## config.mk

```make
export PLATFORM = sky130hd
export DESIGN_NAME = pg_ldo_regs
export DESIGN_NICKNAME = d
export VERILOG_FILES = /design/src/design/pg_tree.v /design/src/design/pg_ldo_regs.v
export VERILOG_INCLUDE_DIRS = /design/src /design/src/design
export SDC_FILE = /design/constraint.sdc
export NUM_CORES = 1
export LEC_CHECK = 0
export BUFFER_PORTS_ARGS = -buffer_cell sky130_fd_sc_hd__buf_2
export CAP_MARGIN = 0
export CORE_AREA = 2 2 92 94
export CTS_CLUSTER_SIZE = 20
export DETAILED_ROUTE_END_ITERATION = 16
export DIE_AREA = 0 0 94 96
export GPL_TIMING_DRIVEN = 0
export PLACE_DENSITY = 0.67
export SLEW_MARGIN = 20
export SYNTH_ARGS = -nofsm -noshare
export SYNTH_HDL_FRONTEND = slang
export SYNTH_HIERARCHICAL = 1
export SYNTH_SLANG_ARGS = --single-unit
```

## constraint.sdc

```tcl
create_clock -name clk -period 2.05 [get_ports clk]
set_input_delay 0 -clock clk [delete_from_list [all_inputs] [get_ports clk]]
set_output_delay 0 -clock clk [all_outputs]
set_load 0.005 [all_outputs]
```

## src/design/pg_ldo_map.vh

```
// Register map, field positions, reset values and timing counts
`ifndef PG_LDO_MAP_VH
`define PG_LDO_MAP_VH

// ****************************************
// Register offsets
// ****************************************
`define OFS_CTRL_PIN_MASK   8'hAC
`define OFS_AUX_REG_CTRL    8'hAE
`define OFS_RAIL_GOOD_LOW   8'hB0

// ****************************************
// Reset values
// ****************************************
`define RST_CTRL_PIN_MASK   8'hFF
`define RST_AUX_REG_CTRL    8'h7D
`define RST_RAIL_GOOD_LOW   8'h00

// ****************************************
// Mask register fields
// ****************************************
`define MSK_OUT1_IN3        7
`define MSK_OUT1_IN6        6
`define MSK_OUT4_IN3        5
`define MSK_OUT4_IN6        4
`define MSK_OUT2_IN3        3
`define MSK_OUT2_IN6        2
`define MSK_OUT3_IN3        1
`define MSK_OUT3_IN6        0

// ****************************************
// Regulator control fields
// ****************************************
`define DISCHG_HI           7
`define DISCHG_LO           6
`define EOFF_CFG_BIT        5
`define VCODE_HI            4
`define VCODE_LO            1
`define EN_BIT              0
`define DISCHG_NONE         2'h0
`define DISCHG_100          2'h1
`define DISCHG_200          2'h2
`define DISCHG_500          2'h3

// ****************************************
// Emergency-off durations
// ****************************************
`define CLK_MHZ             125
`define EOFF_MS_SEL0        1
`define EOFF_MS_SEL1        5
`define EOFF_MS_SEL2        10
`define EOFF_MS_SEL3        100
`define CYC_PER_MS          (`CLK_MHZ * 1000)

`endif

```

## src/design/pg_tree.v

```verilog
// One power-good output tree: AND of unmasked sources
`timescale 1ns/1ns
module pg_tree #(
  parameter N = 2
) (
  input  wire         clk,      // System clock
  input  wire         srst,     // Sync reset
  input  wire [N-1:0] src_good, // Source good levels
  input  wire [N-1:0] src_mask, // 1 excludes a source
  input  wire         base_good,// Rail part of the tree
  output reg          good_q    // Registered tree result
);
  always @(posedge clk)
  begin
    if (srst)
      good_q <= 1'b0;
    else
      good_q <= base_good & (&(src_good | src_mask));
  end
endmodule

```

## src/design/pg_ldo_regs.v

```verilog
// Power-good control-pin mask, aux regulator control and rail status
//
// Summary of operation
// - Mask bits 7,6 drop input three / six from first output tree.
// - Mask bits 5,4 drop input three / six from fourth output tree.
// - Mask bits 3,2 drop input three / six from second output tree.
// - Mask bits 1,0 drop input three / six from third output tree.
// - Mask register at 0xAC, read/write, resets to all ones.
// - Discharge bits 7:6 pick none, 100, 200, 500 ohm; reset 1.
// - Config bit 5 low: regulator off for set time on emergency.
// - Config bit 5 high: regulator follows enable bit 0 only.
// - Voltage code bits 4:1, reset 0xE.
// - Regulator control at 0xAE, read/write, resets to 0x7D.
// - Status bit reads 1 when rail in regulation; read-only.
// - Status bit 7 second regulator, bit 6 bank A load switch.
// - Status bits 5..0 report switchers six down to one.
// - Status register at 0xB0, reads zero after reset.
`timescale 1ns/1ns
`include "pg_ldo_map.vh"
module pg_ldo_regs #(
  parameter EOFF_SEL = 2'h0 // Factory duration select
) (
  input  wire       clk,            // System clock
  input  wire       srst,           // Sync reset, active high
  input  wire       wr_en,          // Register write strobe
  input  wire       rd_en,          // Register read strobe
  input  wire [7:0] addr,           // Register offset
  input  wire [7:0] wdata,          // Write data
  output reg  [7:0] rdata_q,        // Read data
  output reg        rvalid_q,       // Read data valid pulse
  input  wire       control_input_three, // Pin, async
  input  wire       control_input_six,   // Pin, async
  input  wire [3:0] rail_tree_good, // Rail part of each tree
  input  wire [7:0] rail_good_raw,  // Rail detector levels, async
  input  wire       emergency_off,  // Emergency shutdown level
  output wire       first_pg_output,  // Tree 1 good
  output wire       second_pg_output, // Tree 2 good
  output wire       third_pg_output,  // Tree 3 good
  output wire       fourth_pg_output, // Tree 4 good
  output reg        reg_on_q,       // Regulator switched on
  output reg  [1:0] dischg_q,       // Discharge select
  output reg  [3:0] vcode_q         // Target voltage code
);
  // ****************************************
  // Synchronisers
  // ****************************************
  reg  [9:0] sync1_q;
  reg  [9:0] sync2_q;
  reg  [7:0] mask_q;
  reg  [7:0] ctrl_q;
  reg  [7:0] status_q;
  reg        eoff_d1_q;
  reg [26:0] eoff_cnt_q;

  always @(posedge clk)
  begin
    if (srst)
    begin
      sync1_q <= 10'h000;
      sync2_q <= 10'h000;
    end
    else
    begin
      sync1_q <= {emergency_off, control_input_six, rail_good_raw};
      sync2_q <= sync1_q;
    end
  end

  wire in6_s  = sync2_q[8];
  wire eoff_s = sync2_q[9];
  reg  in3_s_q;
  reg  in3_m_q;
  always @(posedge clk)
  begin
    if (srst)
    begin
      in3_m_q <= 1'b0;
      in3_s_q <= 1'b0;
    end
    else
    begin
      in3_m_q <= control_input_three;
      in3_s_q <= in3_m_q;
    end
  end

  // ****************************************
  // Register file
  // ****************************************
  // Reset copies of the control fields follow the register reset
  localparam [7:0] CTRL_RST = `RST_AUX_REG_CTRL;

  // Shared write decode for both writable registers
  function wr_hit;
    input       en;
    input [7:0] a;
    input [7:0] ofs;
    begin
      wr_hit = en && a == ofs;
    end
  endfunction

  always @(posedge clk)
  begin
    if (srst)
    begin
      mask_q   <= `RST_CTRL_PIN_MASK;
      ctrl_q   <= `RST_AUX_REG_CTRL;
      status_q <= `RST_RAIL_GOOD_LOW;
    end
    else
    begin
      status_q <= sync2_q[7:0];
      if (wr_hit(wr_en, addr, `OFS_CTRL_PIN_MASK))
        mask_q <= wdata;
      if (wr_hit(wr_en, addr, `OFS_AUX_REG_CTRL))
        ctrl_q <= wdata;
    end
  end

  always @(posedge clk)
  begin
    if (srst)
    begin
      rdata_q  <= 8'h00;
      rvalid_q <= 1'b0;
    end
    else
    begin
      rvalid_q <= rd_en;
      // Unmapped offsets read as zero
      case (addr)
        `OFS_CTRL_PIN_MASK: rdata_q <= mask_q;
        `OFS_AUX_REG_CTRL:  rdata_q <= ctrl_q;
        `OFS_RAIL_GOOD_LOW: rdata_q <= status_q;
        default:            rdata_q <= 8'h00;
      endcase
    end
  end

  // ****************************************
  // Power-good trees
  // ****************************************
  wire [7:0] tree_mask = {mask_q[`MSK_OUT1_IN3], mask_q[`MSK_OUT1_IN6],
                          mask_q[`MSK_OUT2_IN3], mask_q[`MSK_OUT2_IN6],
                          mask_q[`MSK_OUT3_IN3], mask_q[`MSK_OUT3_IN6],
                          mask_q[`MSK_OUT4_IN3], mask_q[`MSK_OUT4_IN6]};
  wire [3:0] tree_out;
  genvar g;
  generate
    for (g = 0; g < 4; g = g + 1)
    begin : trees
      pg_tree #(.N(2)) u_tree (
        .clk       (clk),
        .srst      (srst),
        .src_good  ({in3_s_q, in6_s}),
        .src_mask  (tree_mask[7-2*g -: 2]),
        .base_good (rail_tree_good[g]),
        .good_q    (tree_out[g])
      );
    end
  endgenerate
  assign first_pg_output  = tree_out[0];
  assign second_pg_output = tree_out[1];
  assign third_pg_output  = tree_out[2];
  assign fourth_pg_output = tree_out[3];

  // ****************************************
  // Regulator control
  // ****************************************
  function [26:0] eoff_cycles;
    input [1:0]  sel;
    reg   [31:0] cyc;
    begin
      case (sel)
        2'h0:    cyc = `EOFF_MS_SEL0 * `CYC_PER_MS;
        2'h1:    cyc = `EOFF_MS_SEL1 * `CYC_PER_MS;
        2'h2:    cyc = `EOFF_MS_SEL2 * `CYC_PER_MS;
        default: cyc = `EOFF_MS_SEL3 * `CYC_PER_MS;
      endcase
      // Longest window fits well inside the counter
      eoff_cycles = cyc[26:0];
    end
  endfunction

  // Output drops in the cycle the window starts, not one later
  wire eoff_rise = eoff_s && !eoff_d1_q && !ctrl_q[`EOFF_CFG_BIT];

  // Off window restarts on each rising edge of emergency shutdown while config bit 5 is low
  always @(posedge clk)
  begin
    if (srst)
    begin
      eoff_d1_q  <= 1'b0;
      eoff_cnt_q <= 27'h0000000;
    end
    else
    begin
      eoff_d1_q <= eoff_s;
      if (eoff_rise)
        eoff_cnt_q <= eoff_cycles(EOFF_SEL);
      else if (eoff_cnt_q != 27'h0000000)
        eoff_cnt_q <= eoff_cnt_q - 27'h0000001;
    end
  end

  always @(posedge clk)
  begin
    if (srst)
    begin
      reg_on_q <= 1'b0;
      dischg_q <= CTRL_RST[`DISCHG_HI:`DISCHG_LO];
      vcode_q  <= CTRL_RST[`VCODE_HI:`VCODE_LO];
    end
    else
    begin
      dischg_q <= ctrl_q[`DISCHG_HI:`DISCHG_LO];
      vcode_q  <= ctrl_q[`VCODE_HI:`VCODE_LO];
      if (ctrl_q[`EOFF_CFG_BIT])
        reg_on_q <= ctrl_q[`EN_BIT];
      else
        reg_on_q <= ctrl_q[`EN_BIT] && !eoff_rise &&
                    eoff_cnt_q == 27'h0000000;
    end
  end
endmodule

```

# Word level (Yosys, flattened, before mapping)
# Cells that the tools add are included.
# totals
regBits,94
output_inout_bits,20
# classes
reduce_logical,17
n_bitwise,8
add_sub_neg,1
n_mux,4
eq_ne,3
# op_table
op,count
17-bit 2-to-1 mux,2
27-bit logical NOT,1
27-bit nonzero test,1
"27-bit by 1-bit subtractor with 27-bit output, second input constant",1
"8-bit equality test, second input constant",3
8-bit case mux with 3 select lines,1
2-bit bitwise OR,4
2-bit AND reduction,4
1-bit logical AND,6
1-bit AND,4
1-bit logical NOT,3
2-bit nonzero test,1
2-bit OR reduction,1
1-bit 2-to-1 mux,1

# Longest topological paths before layout
# logic_depth
depth_word,7
depth_mapped,9
depth_no_buf,7

# Cells and area by module
# The synthesis kept the hierarchy.
# modules_own_cells
module,cells_each,n_inst,area_per_inst_um2
pg_ldo_regs,337,1,3378.2
pg_tree,4,4,42.5

# Least setup slack after synthesis
# OpenSTA, ideal clock, no wires.
# synth_path
kind,reg-to-reg
from,reg eoff_cnt_q[4]
to,reg eoff_cnt_q[26]
setup_slack_ns,-0.159
synth_period_minus_slack_ns,2.209
required_time_ns,1.922
stages_incl_launch_ff,8
setup_time_ns,0.128
arrival_time_ns,2.081
cell_sequence,dfxtp_1 > or4_1 > buf_2 > or4_4 > buf_6 > nor4_4 > xnor2_1 > nor3_2
# synth_via
elab_chain_cells,1
# synth_rtl
item,line,text
"start, declared",pg_ldo_regs.v:53,reg [26:0] eoff_cnt_q;
"start signal, assigned",pg_ldo_regs.v:201,eoff_cnt_q <= eoff_cycles(EOFF_SEL);
"start signal, assigned",pg_ldo_regs.v:203,eoff_cnt_q <= eoff_cnt_q - 27'h0000001;
27-bit by 1-bit subtractor with 27-bit output / 27-bit nonzero test (equally long branches),"pg_ldo_regs.v:203, pg_ldo_regs.v:202",
# Several ways; a longest one is shown, not always the timed one.
# A chain may end at the register's enable or synchronous reset.

# Worst setup path in the final report
# layout_path
from,reg eoff_cnt_q[7]
to,reg eoff_cnt_q[22]
# The elaborated chain is that of the path after synthesis.

==> metrics.yaml <==
yosys:
  syn_inst: 353
  ys_types: 49
  ys_seq_elements: 94
  yosys-top-cells-area: "dfxtp_1 (53%), nor2b_1 (7.6%), a211o_1 (3.7%)"
  async_flop_share: 0
  yosys.area.top_type: "dfxtp_1"
  synth_seq_area_share: 0.530
  syn_nets: 390
  synth.cell_area_um2: 3550
  synth-edff-count: 0
  yosysMostFrequentCell: "dfxtp_1"
  yosys-top-cells-count: "dfxtp_1 (94), nor2b_1 (43), nor2_1 (34), a21oi_1 (16)"
  yosys.area.top_type_share: 0.530
  synth.avg_cell_area_um2: 10.1
  ys.warnings.count: 6
  synthFlopType: "dfxtp_1"
sta:
  post-route-min-period_ns: 2.25
  drv_slew: 0
  skew_ns: 0.0158
  worstMarginPinSlew_ns: 0.646
  finalSetupViolations: 27
  period_share: 1.10
  fmax_mhz: 445
  slew_headroom: 0.565
  final.setup.tns_ns: -2.99
  grt_setup_unrepaired: "true"
  hold_viol: 0
  hold_slack_ns: 0.0634
  timing.final.ws_setup_ns: -0.197
clock_network:
  clk_latency_ns: 0.37
  ctsLongestPathBuffers: 2
  numCtsBuffers: 9
  cts_tree: "yes"
  cts_sinks: 94
  htree_levels: 3
  cts-root-buf: "clkbuf_8"
  path_clk_slew_ns: 0.10
cells_and_area:
  fin_util: 0.579
  drive_gt1_frac: 0.278
  seq_area_um2: 1890
  multi_input_area_um2: 1680
  nNetsFinal: 496
  antenna_cells: 0
  area_delta_synth_final_pct: 31.4
  final.fill_count: 711
grt:
  overflow: 0
  grt_max_degree: 19
  grt_pass1_vias: 2582
  grt_first_pass_wirelength_um: 12400
  grt_use_met1: 0.245
  grt.busiest_layer: "met2"
  grt_usage: 0.179
  use_met2: 0.273
  antenna_found_initial: 0
  met3_usage: 0.0399
place:
  dp_hpwl_um: 5190
  port_buffers: 54
  gp_congestion: 0.809
drt:
  drc: 0
  vias_per_cell: 5.13
  drt_wl_total_um: 8040
  first_iter_violations: 173
  dr.pass1.iters: 4
  vias: 2918
  wl_per_cell_um: 14.1
  antenna_left: 0
power:
  leakage_nw: 1.85
  peakVddDrop_mv: 0.605
  power_density_nw_per_um2: 1490
  power_mw: 6.94
die:
  ioPinCount: 55
  fp.dieH_um: 96
  coreArea_um2: 8050
  rows: 33
  die_w_um: 94
  die-area_um2: 9020
  initial_core_util: 0.441
critical_path:
  path_buf_inv: 2
  endpoint_kind: "flip-flop"
  critPathMaxStageDelay_ns: 0.57
  slowest_stage: "or4_4"
  r2r-start: "eoff_cnt_q[7]$_SDFFE_PP0P_"
  start_kind: "flip-flop"
  cp_top_family: "simple AND/OR/NAND/NOR gates"
  cp_common_cell: "or4_4"
  cp_data_arrival_time_ns: 2.51
  critical_path_class: "reg2reg"
  path_max_fanout: 5
  cp_data_required_time_ns: 2.31
  crit_start: "eoff_cnt_q[7]$_SDFFE_PP0P_"
  cp_cell_sequence: "or4_4 > or4_4 > buf_8 > buf_6 > o211ai_1 > xor2_1 > nor2_1"
outcome:
  violations: "setup timing"
  status: "finished with violations"
hold_path:
  holdCritStartpoint: "wr_en"
  hp-class: "in2reg"
flow_run:
  cap_violations: 0
[worst reg2reg max path, stage by stage, from the launching register on]
cell and delay, ns:
dfxtp_2 0.34, or4_4 0.56, or4_4 0.57, buf_8 0.15, buf_6 0.12, o211ai_1 0.19
xor2_1 0.16, nor2_1 0.06
[stage by stage]
step / setup slack, ns / cells / cell area [um^2]
floorplan: -0.108 / 353 / 3550
global placement: -0.280 / 512 / 3960
detailed placement: -0.331 / 512 / 3960
CTS: -0.171 / 560 / 4540
global route: -0.269 / 569 / 4660
finish: -0.197 / 569 / 4660
[cell type report]
type,count,area share
Clock buffer,9,0.0266
Sequential cell,94,0.405
Buffer,13,0.0161
Inverter,5,0.00402
Clock inverter,7,0.0131
Tap cell,105,0.0282
Multi-Input combinational cell,237,0.360
Timing Repair Buffer,99,0.147
[routing by layer]
layer | routed length (um) | share of wire | vias up
met5 | 0 | 0 | -
met4 | 155 | 0.019 | 0
met1 | 3780 | 0.47 | 1356
li1 | - | - | 1470
met2 | 3700 | 0.46 | 79
met3 | 408 | 0.051 | 13
[sequential cells by signal, indices dropped and copies added (netlist names), 4 cells and up]
register and cells:
ctrl_q 8, trees.u_tree/good_q 4, sync2_q 10, status_q 8, mask_q 8, vcode_q 4
eoff_cnt_q 27, sync1_q 10, rdata_q 8
[final timing paths]
kind	to	slack (ns)	cells past startpoint
worst min register to register	rdata_q[5]$_SDFF_PP0_	0.44	2
worst max register to register	eoff_cnt_q[22]$_SDFFE_PP0P_	-0.20	7
worst min-delay path	ctrl_q[3]$_SDFFE_PP1P_	0.06	3
worst max-delay path	eoff_cnt_q[22]$_SDFFE_PP0P_	-0.20	7
[logic make-up (layout without fill, tap and decap cells)]
kind of cell / count (synthesis) / after routing / synth area share
simple gates: 148 / 148 / 0.255
flops: 94 / 94 / 0.530
compound gates: 69 / 69 / 0.136
buf+inv: 22 / 133 / 0.0257
xor+xnor: 15 / 15 / 0.0370
mux: 3 / 3 / 0.00846
fa+ha+maj: 2 / 2 / 0.00705
[power breakdown]
group / total (mW) / internal (mW) / switching (mW) / leakage, nW
sequential: 2.41 / 2.11 / 0.295 / 0.770
combinational: 3.36 / 1.69 / 1.67 / 0.990
clock: 1.17 / 0.469 / 0.703 / 0.0945
total: 6.94 / 4.27 / 2.67 / 1.85
[placed cells by master (no fill, tap or decap), types with 4 or more instances in the layout]
cell	Yosys	final
clkbuf_8	0	10
or3_1	7	7
dlygate4sd3_1	0	25
or2_2	5	5
nor4b_2	4	5
o211ai_1	7	7
buf_6	1	4
inv_1	5	4
clkbuf_1	15	9
or4_4	1	4
dfxtp_2	0	4
nor2_1	34	32
xnor2_1	4	4
nand2_1	14	14
dfxtp_1	94	90
a211o_1	15	15
o21ai_0	9	6
buf_4	0	16
nor3_1	5	5
buf_2	1	54
xor2_1	11	11
nor2b_1	43	43
and3_1	6	6
a22oi_1	7	7
a21oi_1	16	16
[what timing repair did]
item / CTS / global route
gates resized for setup: 24 / 15
pin swaps: 8 / 21
endpoints found under the setup margin: 28 / 28
hold endpoints to repair: 31 / 0
setup buffers: 9 / 11
hold buffers: 25 / 0
gates cloned: 0 / 0
No activity file was read; power rests on OpenSTA's default activity.
